## config.mk

```make
export PLATFORM = sky130hd
export DESIGN_NAME = hrs_stack
export DESIGN_NICKNAME = d
export VERILOG_FILES = /design/src/logic/hrs_pkg.sv /design/src/logic/hrs_stack.sv
export VERILOG_INCLUDE_DIRS = /design/src /design/src/logic
export SDC_FILE = /design/constraint.sdc
export NUM_CORES = 1
export LEC_CHECK = 0
export ABC_CLOCK_PERIOD_IN_PS = 4300
export BUFFER_PORTS_ARGS = -buffer_cell sky130_fd_sc_hd__buf_4
export CAP_MARGIN = 25
export CORE_UTILIZATION = 53
export DETAILED_ROUTE_END_ITERATION = 16
export PLACE_DENSITY = 0.77
export SLEW_MARGIN = 20
export SYNTH_ARGS = -nofsm -noshare
export SYNTH_HDL_FRONTEND = slang
export SYNTH_SLANG_ARGS = --single-unit
```

## constraint.sdc

```tcl
create_clock -name CORE_CLK_I -period 4.3 [get_ports CORE_CLK_I]
set_clock_uncertainty 0.2 [all_clocks]
set_input_delay 0.43 -clock CORE_CLK_I [delete_from_list [all_inputs] [get_ports CORE_CLK_I]]
set_output_delay 0.43 -clock CORE_CLK_I [all_outputs]
set_load 0.01 [all_outputs]
```

## src/logic/hrs_defines.svh

```systemverilog
// Register offsets, field positions and reset values of the return stack
`ifndef HRS_DEFINES_SVH
`define HRS_DEFINES_SVH
`define HRS_OFS_PWRCTL 8'h00
`define HRS_OFS_MASK 8'h04
`define HRS_OFS_CTRL 8'h08
`define HRS_OFS_PTR 8'h0C
`define HRS_OFS_TOP_LO 8'h10
`define HRS_OFS_TOP_HI 8'h14
`define HRS_BIT_OVF 7
`define HRS_BIT_UNF 6
`define HRS_BIT_OVF_RST_EN 0
`define HRS_PTR_RESET 5'h1F
`define HRS_PTR_FULL 5'h0F
`define HRS_PTR_EMPTY 5'h1F
`define HRS_RESP_OKAY 2'h0
`define HRS_RESP_SLVERR 2'h2
`endif

```

## src/logic/hrs_pkg.sv

```systemverilog
// Types shared by the return stack logic
package hrs_pkg;
	typedef enum logic [2:0] {
		HRS_SEL_PWRCTL,
		HRS_SEL_MASK,
		HRS_SEL_CTRL,
		HRS_SEL_PTR,
		HRS_SEL_TOP_LO,
		HRS_SEL_TOP_HI,
		HRS_SEL_NONE
	} hrs_sel_type;
	typedef logic [14:0] hrs_pc_type;
endpackage

```

## src/logic/hrs_stack.sv

```systemverilog
// Hardware return-address stack with AXI4-Lite register access
//
// The address map and register access over AXI4-Lite are this design's own decisions.
`timescale 1ns/1ps
`include "hrs_defines.svh"

// Operation
// - Sixteen entries of fifteen bits, apart from program and data space.
// - Calls, calls via working register and interrupts push the PC.
// - Return, return with literal and return from interrupt pop.
// - Push and pop leave the PC high latch untouched.
// - With reset-on-overflow off the stack wraps circularly.
// - Overflow and underflow set their flags regardless of reset option.
// - Top-of-stack registers read and write the entry the pointer selects.
// - Top-of-stack value split into a high and a low register.
// - Pointer is five bits to detect overflow and underflow.
// - Calls and interrupts increment the pointer, returns decrement it.
// - Push increments then writes; pop reads then decrements.
// - Push and pop happen only as side effects of core events.
module hrs_stack
	import hrs_pkg::*;
#(
	parameter int DEPTH = 16,
	parameter int PC_W = 15
) (
	input logic CORE_CLK_I,
	input logic SYS_RST_I,
	input logic CALL_PUSH_I,
	input logic RET_POP_I,
	input logic [PC_W-1:0] PC_I,
	output logic [PC_W-1:0] RET_PC_O,
	output logic RET_VALID_O,
	output logic RESET_REQ_O,
	output logic [4:0] STACK_PTR_O,
	output logic IRQ_O,
	input logic [31:0] S_AXI_AWADDR,
	input logic S_AXI_AWVALID,
	output logic S_AXI_AWREADY,
	input logic [31:0] S_AXI_WDATA,
	input logic [3:0] S_AXI_WSTRB,
	input logic S_AXI_WVALID,
	output logic S_AXI_WREADY,
	output logic [1:0] S_AXI_BRESP,
	output logic S_AXI_BVALID,
	input logic S_AXI_BREADY,
	input logic [31:0] S_AXI_ARADDR,
	input logic S_AXI_ARVALID,
	output logic S_AXI_ARREADY,
	output logic [31:0] S_AXI_RDATA,
	output logic [1:0] S_AXI_RRESP,
	output logic S_AXI_RVALID,
	input logic S_AXI_RREADY
);

	// Stack storage, outside every other address space
	logic [PC_W-1:0] stack_mem [DEPTH];

	logic [4:0] ptr_r;
	logic [4:0] ptr_nxt;
	logic [1:0] flag_r;
	logic [1:0] flag_nxt;
	logic [1:0] mask_r;
	logic ovf_rst_en_r;
	logic [PC_W-1:0] ret_pc_r;
	logic ret_valid_r;
	logic reset_req_r;
	logic irq_r;

	logic awready_r;
	logic wready_r;
	logic aw_full_r;
	logic w_full_r;
	logic [7:0] awaddr_r;
	logic [7:0] wdata_r;
	logic wstrb0_r;
	logic bvalid_r;
	logic [1:0] bresp_r;
	logic arready_r;
	logic rvalid_r;
	logic [31:0] rdata_r;
	logic [1:0] rresp_r;

	logic push;
	logic pop;
	logic ovf_evt;
	logic unf_evt;
	logic do_write;
	logic wr_en;
	hrs_sel_type wsel;
	hrs_sel_type rsel;
	logic [3:0] idx;
	logic [PC_W-1:0] top_val;

	// Maps a byte address to the register it selects
	function automatic hrs_sel_type reg_sel(input logic [31:0] addr);
		hrs_sel_type s;
		s = HRS_SEL_NONE;
		if (addr[31:8] == 24'h000000) begin
			unique case (addr[7:0])
				`HRS_OFS_PWRCTL: s = HRS_SEL_PWRCTL;
				`HRS_OFS_MASK: s = HRS_SEL_MASK;
				`HRS_OFS_CTRL: s = HRS_SEL_CTRL;
				`HRS_OFS_PTR: s = HRS_SEL_PTR;
				`HRS_OFS_TOP_LO: s = HRS_SEL_TOP_LO;
				`HRS_OFS_TOP_HI: s = HRS_SEL_TOP_HI;
				default: s = HRS_SEL_NONE;
			endcase
		end
		return s;
	endfunction

	// Only core events move the stack; no register write pushes or pops
	assign push = CALL_PUSH_I;
	assign pop = RET_POP_I & ~CALL_PUSH_I;
	assign ovf_evt = push & (ptr_r == `HRS_PTR_FULL);
	assign unf_evt = pop & (ptr_r == `HRS_PTR_EMPTY);

	assign idx = ptr_r[3:0];
	assign top_val = stack_mem[idx];

	assign do_write = aw_full_r & w_full_r & ~bvalid_r;
	assign wsel = reg_sel({24'h000000, awaddr_r});
	assign rsel = reg_sel(S_AXI_ARADDR);
	// Core activity wins over a register write in the same cycle
	assign wr_en = do_write & wstrb0_r & ~push & ~pop;

	// Pointer: up on push, down on pop, wraps through all five bits
	always_comb begin
		ptr_nxt = ptr_r;
		if (push) begin
			ptr_nxt = ptr_r + 5'h01;
		end else if (pop) begin
			ptr_nxt = ptr_r - 5'h01;
		end else if (wr_en && wsel == HRS_SEL_PTR) begin
			ptr_nxt = wdata_r[4:0];
		end
	end

	always_ff @(posedge CORE_CLK_I) begin
		if (SYS_RST_I) begin
			ptr_r <= `HRS_PTR_RESET;
		end else begin
			ptr_r <= ptr_nxt;
		end
	end

	// Push writes at the incremented pointer; low bits wrap the
	// seventeenth push onto the first entry
	always_ff @(posedge CORE_CLK_I) begin
		if (push) begin
			stack_mem[ptr_nxt[3:0]] <= PC_I;
		end else if (wr_en && wsel == HRS_SEL_TOP_LO) begin
			stack_mem[idx][7:0] <= wdata_r;
		end else if (wr_en && wsel == HRS_SEL_TOP_HI) begin
			stack_mem[idx][PC_W-1:8] <= wdata_r[PC_W-9:0];
		end
	end

	// Pop hands back the current entry before the pointer drops.
	// No path here reaches the PC high latch.
	always_ff @(posedge CORE_CLK_I) begin
		if (SYS_RST_I) begin
			ret_pc_r <= '0;
			ret_valid_r <= 1'b0;
		end else begin
			ret_valid_r <= pop;
			if (pop) begin
				ret_pc_r <= top_val;
			end
		end
	end

	// Sticky flags; a new event beats a write-one-to-clear
	always_comb begin
		flag_nxt = flag_r;
		if (wr_en && wsel == HRS_SEL_PWRCTL) begin
			flag_nxt = flag_r & ~{wdata_r[`HRS_BIT_OVF],
				wdata_r[`HRS_BIT_UNF]};
		end
		if (ovf_evt) begin
			flag_nxt[1] = 1'b1;
		end
		if (unf_evt) begin
			flag_nxt[0] = 1'b1;
		end
	end

	always_ff @(posedge CORE_CLK_I) begin
		if (SYS_RST_I) begin
			flag_r <= 2'h0;
			irq_r <= 1'b0;
		end else begin
			flag_r <= flag_nxt;
			irq_r <= |(flag_nxt & mask_r);
		end
	end

	always_ff @(posedge CORE_CLK_I) begin
		if (SYS_RST_I) begin
			mask_r <= 2'h0;
			ovf_rst_en_r <= 1'b0;
		end else if (wr_en) begin
			if (wsel == HRS_SEL_MASK) begin
				mask_r <= {wdata_r[`HRS_BIT_OVF], wdata_r[`HRS_BIT_UNF]};
			end
			if (wsel == HRS_SEL_CTRL) begin
				ovf_rst_en_r <= wdata_r[`HRS_BIT_OVF_RST_EN];
			end
		end
	end

	// Reset request pulse on overflow or underflow when the reset-on-overflow option is set
	always_ff @(posedge CORE_CLK_I) begin
		if (SYS_RST_I) begin
			reset_req_r <= 1'b0;
		end else begin
			reset_req_r <= ovf_rst_en_r & (ovf_evt | unf_evt);
		end
	end

	// Write address and data are taken independently, then joined
	always_ff @(posedge CORE_CLK_I) begin
		if (SYS_RST_I) begin
			awready_r <= 1'b0;
			aw_full_r <= 1'b0;
			awaddr_r <= 8'h00;
		end else if (S_AXI_AWVALID && awready_r) begin
			awready_r <= 1'b0;
			aw_full_r <= 1'b1;
			awaddr_r <= S_AXI_AWADDR[7:0];
		end else if (bvalid_r && S_AXI_BREADY) begin
			awready_r <= 1'b1;
			aw_full_r <= 1'b0;
		end else if (!aw_full_r) begin
			awready_r <= 1'b1;
		end
	end

	always_ff @(posedge CORE_CLK_I) begin
		if (SYS_RST_I) begin
			wready_r <= 1'b0;
			w_full_r <= 1'b0;
			wdata_r <= 8'h00;
			wstrb0_r <= 1'b0;
		end else if (S_AXI_WVALID && wready_r) begin
			wready_r <= 1'b0;
			w_full_r <= 1'b1;
			wdata_r <= S_AXI_WDATA[7:0];
			wstrb0_r <= S_AXI_WSTRB[0];
		end else if (bvalid_r && S_AXI_BREADY) begin
			wready_r <= 1'b1;
			w_full_r <= 1'b0;
		end else if (!w_full_r) begin
			wready_r <= 1'b1;
		end
	end

	// Answer; unmapped low-byte offsets give an error, upper write address bits are not kept
	always_ff @(posedge CORE_CLK_I) begin
		if (SYS_RST_I) begin
			bvalid_r <= 1'b0;
			bresp_r <= `HRS_RESP_OKAY;
		end else if (do_write) begin
			bvalid_r <= 1'b1;
			bresp_r <= (wsel == HRS_SEL_NONE) ?
				`HRS_RESP_SLVERR : `HRS_RESP_OKAY;
		end else if (bvalid_r && S_AXI_BREADY) begin
			bvalid_r <= 1'b0;
		end
	end

	// Read channel: one-cycle answer, snapshot of the live state
	always_ff @(posedge CORE_CLK_I) begin
		if (SYS_RST_I) begin
			arready_r <= 1'b0;
			rvalid_r <= 1'b0;
			rdata_r <= 32'h00000000;
			rresp_r <= `HRS_RESP_OKAY;
		end else if (S_AXI_ARVALID && arready_r) begin
			arready_r <= 1'b0;
			rvalid_r <= 1'b1;
			rresp_r <= `HRS_RESP_OKAY;
			rdata_r <= 32'h00000000;
			unique case (rsel)
				HRS_SEL_PWRCTL: begin
					rdata_r[`HRS_BIT_OVF] <= flag_r[1];
					rdata_r[`HRS_BIT_UNF] <= flag_r[0];
				end
				HRS_SEL_MASK: begin
					rdata_r[`HRS_BIT_OVF] <= mask_r[1];
					rdata_r[`HRS_BIT_UNF] <= mask_r[0];
				end
				HRS_SEL_CTRL: rdata_r[`HRS_BIT_OVF_RST_EN] <= ovf_rst_en_r;
				HRS_SEL_PTR: rdata_r[4:0] <= ptr_r;
				HRS_SEL_TOP_LO: rdata_r[7:0] <= top_val[7:0];
				HRS_SEL_TOP_HI: rdata_r[PC_W-9:0] <= top_val[PC_W-1:8];
				HRS_SEL_NONE: rresp_r <= `HRS_RESP_SLVERR;
			endcase
		end else if (rvalid_r && S_AXI_RREADY) begin
			rvalid_r <= 1'b0;
			arready_r <= 1'b1;
		end else if (!rvalid_r) begin
			arready_r <= 1'b1;
		end
	end

	assign RET_PC_O = ret_pc_r;
	assign RET_VALID_O = ret_valid_r;
	assign RESET_REQ_O = reset_req_r;
	assign STACK_PTR_O = ptr_r;
	assign IRQ_O = irq_r;
	assign S_AXI_AWREADY = awready_r;
	assign S_AXI_WREADY = wready_r;
	assign S_AXI_BVALID = bvalid_r;
	assign S_AXI_BRESP = bresp_r;
	assign S_AXI_ARREADY = arready_r;
	assign S_AXI_RVALID = rvalid_r;
	assign S_AXI_RDATA = rdata_r;
	assign S_AXI_RRESP = rresp_r;

endmodule

```

# Word-level counts from Yosys, hierarchy flattened
# Memories as Yosys holds them, arrays and structs flattened. A register that Yosys moved wholly into a read port is not among the register bits.
# Index checks and enable logic that the tools add are counted.
# totals
memories	1
ram_bits	240
wordCells	135
latch_bits	0
out_inout_bits	64
romBits	0
regBits	64
# op_classes
n_addsub	2
n_reduce_logical	26
mul	0
muxes	41
shifts	0
bitwise_logic	16
n_lt_le_gt_ge	0
eq_ne	27
div_mod_pow	0
# memory_table
name	words	width	read_ports	rd_clocked_by_memory_dff	write_ports	line_no	source
stack_mem	16	15	1	1	1	hrs_stack.sv:56	logic [PC_W-1:0] stack_mem [DEPTH];
# op_table
cell	n
$pmux W3 S6	2
$eq A8 B4 Y1 const B	4
$eq A8 B5 Y1 const B	4
$logic_not A24 Y1	1
$mux W1	23
$eq A3 B3 Y1 const B	6
$eq A8 B3 Y1 const B	2
$logic_not A8 Y1	2
$mux W15	1
$mux W5	3
$reduce_or A15 Y1	1
$eq A3 B2 Y1 const B	4
$pmux W4 S3	1
$and A1 B1 Y1	9
$logic_and A1 B1 Y1	9
$mux W2	4
$mux W4	2
$pmux W1 S4	2
$reduce_bool A2 Y1	4
$reduce_or A2 Y1	4
$eq A3 B1 Y1 const B	2
$logic_not A3 Y1	2
$ne A2 B1 Y1 const B	3
$add A5 B1 Y5 const B	1
other kinds (12)	16

# Longest topological paths before layout
# Gate-level depths: netlist of the first run.
# logic_depth
ltp_word	12
depth_mapped	10
ltp_nobuf	8

# Worst setup path after synthesis of the first run
# Ideal clock, no wire load.
# synth_path
path_kind	input-to-reg
from	in CALL_PUSH_I
to	mem stack_mem[10][0] (enable)
arrival_time_ns	3.009
t_required_ns	3.730
slack_ns	0.721
stages	7
cell_sequence	buf_2 > or3b_4 > or4_4 > mux2i_1 > a221oi_1 > nand2_1 > nor2_1
# synth_between
elab_chain_cells	11
word_cells_on_any_way	23
# synth_lines
item	line_no	source
start, declared	hrs_stack.sv:28	input logic CALL_PUSH_I,
$not A1 Y1	hrs_stack.sv:114, hrs_stack.sv:125	
$and A1 B1 Y1	hrs_stack.sv:114	assign pop = RET_POP_I & ~CALL_PUSH_I;
$not A1 Y1	hrs_stack.sv:125	assign wr_en = do_write & wstrb0_r & ~push & ~pop;
$and A1 B1 Y1	hrs_stack.sv:125	
$logic_and A1 B1 Y1	hrs_stack.sv:154	end else if (wr_en && wsel == HRS_SEL_TOP_HI) begin
$mux W1	hrs_stack.sv:154	
$mux W1	hrs_stack.sv:152	end else if (wr_en && wsel == HRS_SEL_TOP_LO) begin
$mux W1	hrs_stack.sv:150	if (push) begin
$mux W1 (not written as such)	hrs_stack.sv:155	stack_mem[idx][PC_W-1:8] <= wdata_r[PC_W-9:0];
$reduce_or A15 Y1 (no line)	n/a	
$mux W4 (no line) / $mux W2 (equally long branches)	n/a	
end, declared	hrs_stack.sv:56	
# Several ways; a longest one is shown, not always the timed one. The select of a mux whose other input is x is not followed.

# Worst setup path in the final report of the first run
# layout_path
from	reg awaddr_r[2]
to	mem stack_mem[11][10] (enable)
# layout_between
elab_chain_cells	10
word_cells_on_any_way	26
# layout_lines
item	line_no	source
start, declared	hrs_stack.sv:73	logic [7:0] awaddr_r;
start signal, assigned	hrs_stack.sv:230	awaddr_r <= S_AXI_AWADDR[7:0];
$eq A8 B5 Y1, or another cell as far along	hrs_stack.sv:99	unique case (addr[7:0])
$pmux W3 S6 *	hrs_stack.sv:99	
$eq A3 B3 Y1	hrs_stack.sv:154	
$logic_and A1 B1 Y1	hrs_stack.sv:154	
$mux W1	hrs_stack.sv:154	
$mux W1	hrs_stack.sv:152	
$mux W1	hrs_stack.sv:150	
$mux W1 (not written as such)	hrs_stack.sv:155	
$reduce_or A15 Y1 (no line)	n/a	
$mux W4 (no line) / $mux W2 (equally long branches)	n/a	
# Every way passes the cells marked *; elsewhere a longest branch is shown, timed or not. The select of a mux whose other input is x is not followed.

==> metrics.md, run 1 <==
| Metric | Value |
|---|---|
| Clock buffer depth | `3` |
| Fin. max-slew vios | `0` |
| Top flip-flop cell by instance count after synthesis | `sky130_fd_sc_hd__edfxtp_1` |
| Drt drc | `0` |
| Max-cap violations | `0` |
| Per-cell routed wire length | `roughly 23 um` |
| Setup Viol. Count Final | `0` |
| Floorplan die width | `approximately 160 um` |
| Maximum vdd drop | `between 0.2 and 0.3 mV` |
| Clock network power share | `0.372` |
| Root buffer cell | `sky130_fd_sc_hd__clkbuf_16` |
| Slew margin rel. | `0.389` |
| CTS tree | `yes` |
| Combinational cell fraction of total power | `0.125` |
| Number of placement rows | `55` |
| Switching component of the power | `about 0.0016 W` |
| Hold violation count in the final report | `0` |
| Remaining antenna violation count after routing | `0` |
| Synthesized area | `~13000 um^2` |
| Result of the run | `finished clean` |
| Area of the core region | `22900 um^2` |
| Count of buffers inserted at the top-level ports | `110` |
| Number of DRC markers in iteration 0 | `about 760` |
| Number of buffers inserted during clock tree synthesis | `28` |
| Maximum number of pins on one net before global-route repair | `60` |
| Overflow left after global routing | `0` |
| EDFF count, synth | `240` |
| Register area share after synthesis | `0.674` |
| Startpoint type of the worst setup path | `flop` |
| Peak clock frequency supported by timing | `0.283 GHz` |
| Top post-synthesis cells by area | `sky130_fd_sc_hd__edfxtp_1 58%, sky130_fd_sc_hd__mux4_2 11%, sky130_fd_sc_hd__dfxtp_1 9.9%` |
| Number of iterations in the first detailed-routing pass | `5` |
| Setup crit end kind | `flop` |
| Number of nets in the layout | `between 1k and 1.5k` |
| Yosys top cell area share | `0.575` |
| Critical path start-end classification | `flop to flop` |
| Power density relative to cell area | `447 nW/um^2` |
| Leakage power figure | `5.36 nW` |
| Initial antenna violation count | `1` |
| Crit path DAT | `about 3500 ps` |
| Number of vias after detailed routing | `around 8.0k` |
| Avg Vias per Cell | `~6.0` |
| Vertical die dimension | `between 150 and 200 um` |
| Internal | `roughly 0.0050 W` |
| Hold slack final | `66.3 ps` |
| Required time worst endpoint | `~4300 ps` |
| Overall fraction of global-route tracks in use | `0.254` |
| Clock-pin slew of the registers on the worst-case setup and hold paths | `60 ps` |
| Share of total power in sequential cells | `0.503` |
| Slew at the pin closest to its max-slew limit | `~920 ps` |
| Ports placed on the boundary | `~190` |
| Final Cycle Share | `0.821` |
| Biggest area consumer among synthesized cells | `sky130_fd_sc_hd__edfxtp_1` |
| Area Overhead vs Synth | `18.6%` |
| Number of standard cells after synthesis | `844` |
| # H-tree levels | `1` |
| Post-cts resize count | `0` |
| Clock Latency Late Sink | `between 500 and 600 ps` |
| Accumulated negative setup slack | `0 ps` |
| Vias in the first global route | `approximately 7.8k` |
| Setup repair after global routing missed its margin | `false` |
| Power, Total | `~0.0066 W` |
| Final RePlAce weighted congestion | `between 0.8 and 0.9` |
| Total wirelength of the detailed-routed design | `30300 um` |
| Share of flip-flops with an asynchronous set or reset | `0` |
| First-pass GRT wire length | `roughly 45000 um` |
| Count of clock tree sinks | `a little over 300` |
| Period minus WS final | `around 3500 ps` |
| Final HPWL DP | `around 20000 um` |
| Post-synthesis area per instance | `~15 um^2` |
| Yosys warns | `0` |
| Max FO, Critical Path | `12` |
| Register bit count reported by yosys | `around 300` |
| # placed instances | `approximately 1.3k` |
| Share of final-layout standard cells stronger than drive strength 1 | `0.267` |
| Worst min-delay path category | `input pin to flop` |
| Final cell count without fillers | `1332` |
| Effective utilization at floorplan | `0.547` |
| Library cells used by synthesis | `a little under 70` |
| Switching Share | `0.243` |
| Floorplan die area | `24300 um^2` |
-- per-layer routing --
layer  vias to the layer above  track usage  routed length, um
li1                       3495            -                  -
met1                      3961        0.316              11200
met2                       468        0.448              15300
met3                        62       0.0403               2640
met4                         0       0.0980               1110
met5                         -            0                  0
-- metrics by stage --
step | utilization | instance area (um^2) | setup WS, ps
after floorplan | - | 12600 | 721
after global placement | 0.600 | 13700 | 709
after detailed placement | 0.600 | 13700 | 606
after CTS | 0.648 | 14900 | 777
after global routing | 0.648 | 14900 | 620
final | 0.648 | 14900 | 768
-- power groups by stage --
stage | registers [W] | logic [W] | clock network (W)
after detailed placement | 0.00340 | 0.000798 | 0
after global routing | 0.00335 | 0.000881 | 0.00259
after global placement | 0.00340 | 0.000779 | 0
after floorplan | 0.00338 | 0.000513 | 0
after CTS | 0.00334 | 0.000823 | 0.00249
final | 0.00334 | 0.000829 | 0.00247
-- critical path: stages, from the launching register on --
cell and delay (ps):
sky130_fd_sc_hd__dfxtp_1 490, sky130_fd_sc_hd__or4b_1 500, sky130_fd_sc_hd__or4_4 560, sky130_fd_sc_hd__mux2i_1 180, sky130_fd_sc_hd__a221oi_1 300, sky130_fd_sc_hd__buf_4 220
sky130_fd_sc_hd__nand2_1 130, sky130_fd_sc_hd__nor2_1 570
-- registers in the layout (all words and copies together), names as in the netlist, 2 cells and up --
name and flops:
stack_mem 240, awaddr_r 8, STACK_PTR_O 5, mask_r 2, wdata_r 8, RET_PC_O 15, S_AXI_RDATA 8, flag_r 2
-- what timing repair did --
item | CTS | global route
endpoints found under the hold margin | 19 | 0
hold buffers | 19 | 0
setup buffers | 0 | 0
-- synthesized netlist by cell type (3+ instances only) --
master	instances
sky130_fd_sc_hd__nor2b_1	4
sky130_fd_sc_hd__and3_1	4
sky130_fd_sc_hd__a221o_1	6
sky130_fd_sc_hd__o22ai_1	4
sky130_fd_sc_hd__and2_1	3
sky130_fd_sc_hd__nor3_1	16
sky130_fd_sc_hd__or2_2	3
sky130_fd_sc_hd__buf_2	11
sky130_fd_sc_hd__nand3_1	6
sky130_fd_sc_hd__mux2i_1	26
sky130_fd_sc_hd__clkbuf_1	21
sky130_fd_sc_hd__dfxtp_1	62
sky130_fd_sc_hd__nand2_1	125
sky130_fd_sc_hd__a22o_1	8
sky130_fd_sc_hd__a221oi_1	6
sky130_fd_sc_hd__nand2b_1	6
sky130_fd_sc_hd__ha_1	4
sky130_fd_sc_hd__buf_4	26
sky130_fd_sc_hd__mux2_2	3
sky130_fd_sc_hd__nor2_1	54
sky130_fd_sc_hd__a22oi_1	8
sky130_fd_sc_hd__buf_1	7
sky130_fd_sc_hd__inv_1	11
sky130_fd_sc_hd__edfxtp_1	240
sky130_fd_sc_hd__nor4_1	7
sky130_fd_sc_hd__nand4_1	9
sky130_fd_sc_hd__o21ai_0	11
sky130_fd_sc_hd__mux4_2	59
sky130_fd_sc_hd__nand2_2	3
sky130_fd_sc_hd__a21oi_1	42
-- final timing paths --
check / start / endpoint / slack, ps / depth (start not counted)
min reg2reg: RET_PC_O[13] / RET_PC_O[13] / 250 / 2
max: awaddr_r[2] / stack_mem[11][10] / 770 / 7
min: S_AXI_ARADDR[2] / S_AXI_RDATA[0] / 70 / 3
max reg2reg: awaddr_r[2] / stack_mem[11][10] / 770 / 7
-- cell type report --
class / count / area, um^2
Clock buffer: 31 / 733
Clock inverter: 21 / 185
Fill cell: 1556 / 8060
Inverter: 11 / 41.3
Sequential cell: 302 / 8450
Tap cell: 313 / 392
Timing Repair Buffer: 164 / 1290
Multi-Input combinational cell: 489 / 3760
Antenna cell: 1 / 2.50
-- placed cells by master (no fill, tap or decap), types with 4 or more instances in the layout --
cell type,n
sky130_fd_sc_hd__a21oi_1,42
sky130_fd_sc_hd__a221o_1,6
sky130_fd_sc_hd__a221oi_1,6
sky130_fd_sc_hd__a22o_1,8
sky130_fd_sc_hd__a22oi_1,8
sky130_fd_sc_hd__and3_1,4
sky130_fd_sc_hd__buf_4,144
sky130_fd_sc_hd__clkbuf_16,29
sky130_fd_sc_hd__clkinv_1,5
sky130_fd_sc_hd__clkinv_2,9
sky130_fd_sc_hd__conb_1,26
sky130_fd_sc_hd__dfxtp_1,60
sky130_fd_sc_hd__dlygate4sd3_1,19
sky130_fd_sc_hd__edfxtp_1,240
sky130_fd_sc_hd__ha_1,4
sky130_fd_sc_hd__inv_1,11
sky130_fd_sc_hd__mux2i_1,26
sky130_fd_sc_hd__mux4_2,59
sky130_fd_sc_hd__nand2_1,125
sky130_fd_sc_hd__nand2b_1,6
sky130_fd_sc_hd__nand3_1,6
sky130_fd_sc_hd__nand4_1,9
sky130_fd_sc_hd__nor2_1,54
sky130_fd_sc_hd__nor2b_1,4
sky130_fd_sc_hd__nor3_1,16
sky130_fd_sc_hd__nor4_1,7
sky130_fd_sc_hd__o21ai_0,11
sky130_fd_sc_hd__o22ai_1,4
-- cells by family (layout without fill, tap and decap cells) --
logic type	count (synthesis)	after routing	share of synthesized area
AOI/OAI and AO/OA	111	111	0.0619
xor gates and xnor gates	2	2	0.00140
adders and majority gates	4	4	0.00399
buffers and inverters	78	227	0.0330
DFF	302	302	0.674
muxes	89	89	0.131
other	1	27	0.000299
and+or+nand+nor	257	257	0.0939
Note: power is estimated with default switching activity, not from simulation.
==> run 2: changes to the inputs <==
--- a/config.mk
+++ b/config.mk
@@ -6,10 +6,10 @@
 export SDC_FILE = /design/constraint.sdc
 export NUM_CORES = 1
 export LEC_CHECK = 0
-export ABC_CLOCK_PERIOD_IN_PS = 4300
+export ABC_CLOCK_PERIOD_IN_PS = 2850
 export BUFFER_PORTS_ARGS = -buffer_cell sky130_fd_sc_hd__buf_4
 export CAP_MARGIN = 25
-export CORE_UTILIZATION = 53
+export CORE_UTILIZATION = 51
 export DETAILED_ROUTE_END_ITERATION = 16
 export PLACE_DENSITY = 0.77
 export SLEW_MARGIN = 20
==> constraint.sdc (replaced) <==
create_clock -name CORE_CLK_I -period 2.85 [get_ports CORE_CLK_I]
set_clock_uncertainty 0.2 [all_clocks]
set_input_delay 0.285 -clock CORE_CLK_I [delete_from_list [all_inputs] [get_ports CORE_CLK_I]]
set_output_delay 0.285 -clock CORE_CLK_I [all_outputs]
set_load 0.01 [all_outputs]
==> metrics.md, run 2 (synthesis gave the netlist of run 1 again) <==
| Metric | Value |
|---|---|
| Result of the run | `finished with violations` |
| Violations in the final reports | `negative setup slack` |
| Max FO, Critical Path | `8` |
| Critical R2R Capture | `stack_mem[14][4]` |
| Clock buffer depth | `3` |
| Number of iterations in the first detailed-routing pass | `5` |
| Worst min-delay path category | `input pin to flop` |
| Depth of the most critical reg-to-reg path | `8` |
| Number of DRC markers in iteration 0 | `around 980` |
| Final setup margin | `-430 ps` |
| First-pass GRT wire length | `49600 um` |
| Total wirelength of the detailed-routed design | `~34000 um` |
| Final RePlAce weighted congestion | `0.872` |
| Remaining antenna violation count after routing | `0` |
| Effective utilization at floorplan | `0.527` |
| Number of buffers inserted during clock tree synthesis | `29` |
| CTS tree | `yes` |
| Overflow left after global routing | `0` |
| Required time worst endpoint | `a little under 3000 ps` |
| Overall fraction of global-route tracks in use | `0.259` |
| Worst setup slack before clock tree synthesis | `-416 ps` |
| Slew at the pin closest to its max-slew limit | `817 ps` |
| Count of clock tree sinks | `about 300` |
| Setup Viol. Count Final | `between 200 and 250` |
| Startpoint of the worst hold path | `S_AXI_ARVALID` |
| Power density relative to cell area | `between 600 and 700 nW/um^2` |
| Final HPWL DP | `21100 um` |
| Hold violation count in the final report | `0` |
| Share of final-layout standard cells stronger than drive strength 1 | `0.360` |
| Number of nets in the layout | `~1.2k` |
| Ports placed on the boundary | `roughly 190` |
| Crit path DAT | `between 3000 and 4000 ps` |
| Floorplan die width | `approximately 160 um` |
| Setup crit end kind | `flop` |
| Leakage power figure | `5.90 nW` |
| Final Cycle Share | `1.15` |
| Startpoint type of the worst setup path | `flop` |
| Combinational cell fraction of total power | `0.161` |
| Clock Latency Late Sink | `between 500 and 600 ps` |
| Slew margin rel. | `0.454` |
| Avg Vias per Cell | `6.00` |
| Number of vias after detailed routing | `about 8.5k` |
| Count of buffers inserted at the top-level ports | `110` |
| Diode insertion count for antenna repair | `0` |
| Drt drc | `0` |
| Most used cells in the layout excluding fill and tap cells | `240 x sky130_fd_sc_hd__edfxtp_1, 178 x sky130_fd_sc_hd__buf_4, 116 x sky130_fd_sc_hd__nand2_1` |
| Peak clock frequency supported by timing | `approximately 0.3 GHz` |
| # H-tree levels | `1` |
| Max-cap violations | `0` |
| Area of the core region | `~24000 um^2` |
| Maximum vdd drop | `~0.41 mV` |
| Fin. max-slew vios | `0` |
| Per-cell routed wire length | `around 24 um` |
| Area Overhead vs Synth | `29.0%` |
| Worst hold path depth | `4` |
| Vertical die dimension | `159 um` |
| Accumulated negative setup slack | `-82910 ps` |
| Most flop-heavy register | `stack_mem` |
| Most common cell after layout, fill and taps aside | `sky130_fd_sc_hd__edfxtp_1` |
| Share of total power in sequential cells | `0.478` |
| Floorplan die area | `between 20000 and 30000 um^2` |
| Switching component of the power | `0.00267 W` |
| Period minus WS final | `approximately 3300 ps` |
| Power, Total | `0.0105 W` |
| Initial antenna violation count | `0` |
| Setup repair after global routing missed its margin | `true` |
| Launch point of the worst reg-to-reg path | `awaddr_r[6]` |
| Critical path start-end classification | `flop to flop` |
| Internal | `approximately 0.008 W` |
| Root buffer cell | `sky130_fd_sc_hd__clkbuf_16` |
| Number of placement rows | `56` |
| Flip-flop count of the largest register after layout | `between 200 and 250` |
| Endpoint of the worst hold-timing path | `S_AXI_RRESP[1]` |
| Vias in the first global route | `about 8.4k` |
| Switching Share | `0.254` |
| Clock-pin slew of the registers on the worst-case setup and hold paths | `roughly 70 ps` |
| Worst R2R Setup Slack | `-430 ps` |
| Clock network power share | `0.361` |
| Maximum number of pins on one net before global-route repair | `60` |
-- run 2: changes by cell type in the layout (fill, tap and decap cells not counted), sizes merged --
cell | before | now
buf | 145 | 220
diode | 1 | 0
clkbuf | 31 | 34
clkinv | 14 | 11
dlygate4sd3 | 19 | 22
inv | 12 | 11
clkinvlp | 3 | 5
-- run 2: metrics by stage --
step,cell area [um^2],hold slack [ps],util,instances
final,16200,14.6,0.681,1416
after global routing,16200,47.2,0.681,1416
after CTS,16000,3.39,0.673,1413
after detailed placement,14500,248,0.610,1329
after global placement,14500,243,0.610,1329
after floorplan,12800,166,-,869
-- run 2: layer usage --
metal | track usage | share of wire | up-vias
li1 | - | - | 3649
met1 | 0.330 | 0.38 | 4205
met2 | 0.443 | 0.49 | 527
met3 | 0.0400 | 0.078 | 111
met4 | 0.110 | 0.052 | 0
met5 | 0 | 0 | -
-- run 2: worst max path at each step --
stage	start	end	slack, ps	cells past startpoint
floorplan	awaddr_r[6]	stack_mem[3][0]	-270	6
global placement	awaddr_r[6]	stack_mem[14][5]	-340	8
detailed placement	awaddr_r[6]	stack_mem[14][5]	-420	8
CTS	awaddr_r[6]	stack_mem[2][13]	-350	8
global route	awaddr_r[6]	stack_mem[14][1]	-490	8
finish	awaddr_r[6]	stack_mem[14][4]	-430	8
-- run 2: cell type report --
class	count	area (um^2)
flip-flops and latches	302	8450
fillers	1480	7590
multi-input cells	489	4190
repair buffers	242	2150
clock buffers	34	744
well taps	319	399
clock inverters	19	183
inverters	11	41.3
-- run 2: critical path: stages (launching register included) --
cell                       delay, ps
sky130_fd_sc_hd__dfxtp_2         330
sky130_fd_sc_hd__or4b_4          550
sky130_fd_sc_hd__or4_4           600
sky130_fd_sc_hd__buf_6           170
sky130_fd_sc_hd__o31ai_4         260
sky130_fd_sc_hd__a221oi_2        110
sky130_fd_sc_hd__o31a_4          410
sky130_fd_sc_hd__nor3_4          210
sky130_fd_sc_hd__buf_12          160
-- run 2: timing repair --
action,in CTS,in global routing
hold buffers,22,0
endpoints found under the hold margin,26,0
endpoints found under the setup margin,240,363
setup buffers,10,5
pin swaps,21,22
resized for setup,57,38
-- run 2: power by group through the flow --
stage	sequential, W	clock, W	combinational, W
final	0.00502	0.00379	0.00168
after global routing	0.00503	0.00398	0.00176
after CTS	0.00501	0.00378	0.00158
after detailed placement	0.00511	0	0.00143
after global placement	0.00509	0	0.00140
after floorplan	0.00509	0	0.000820
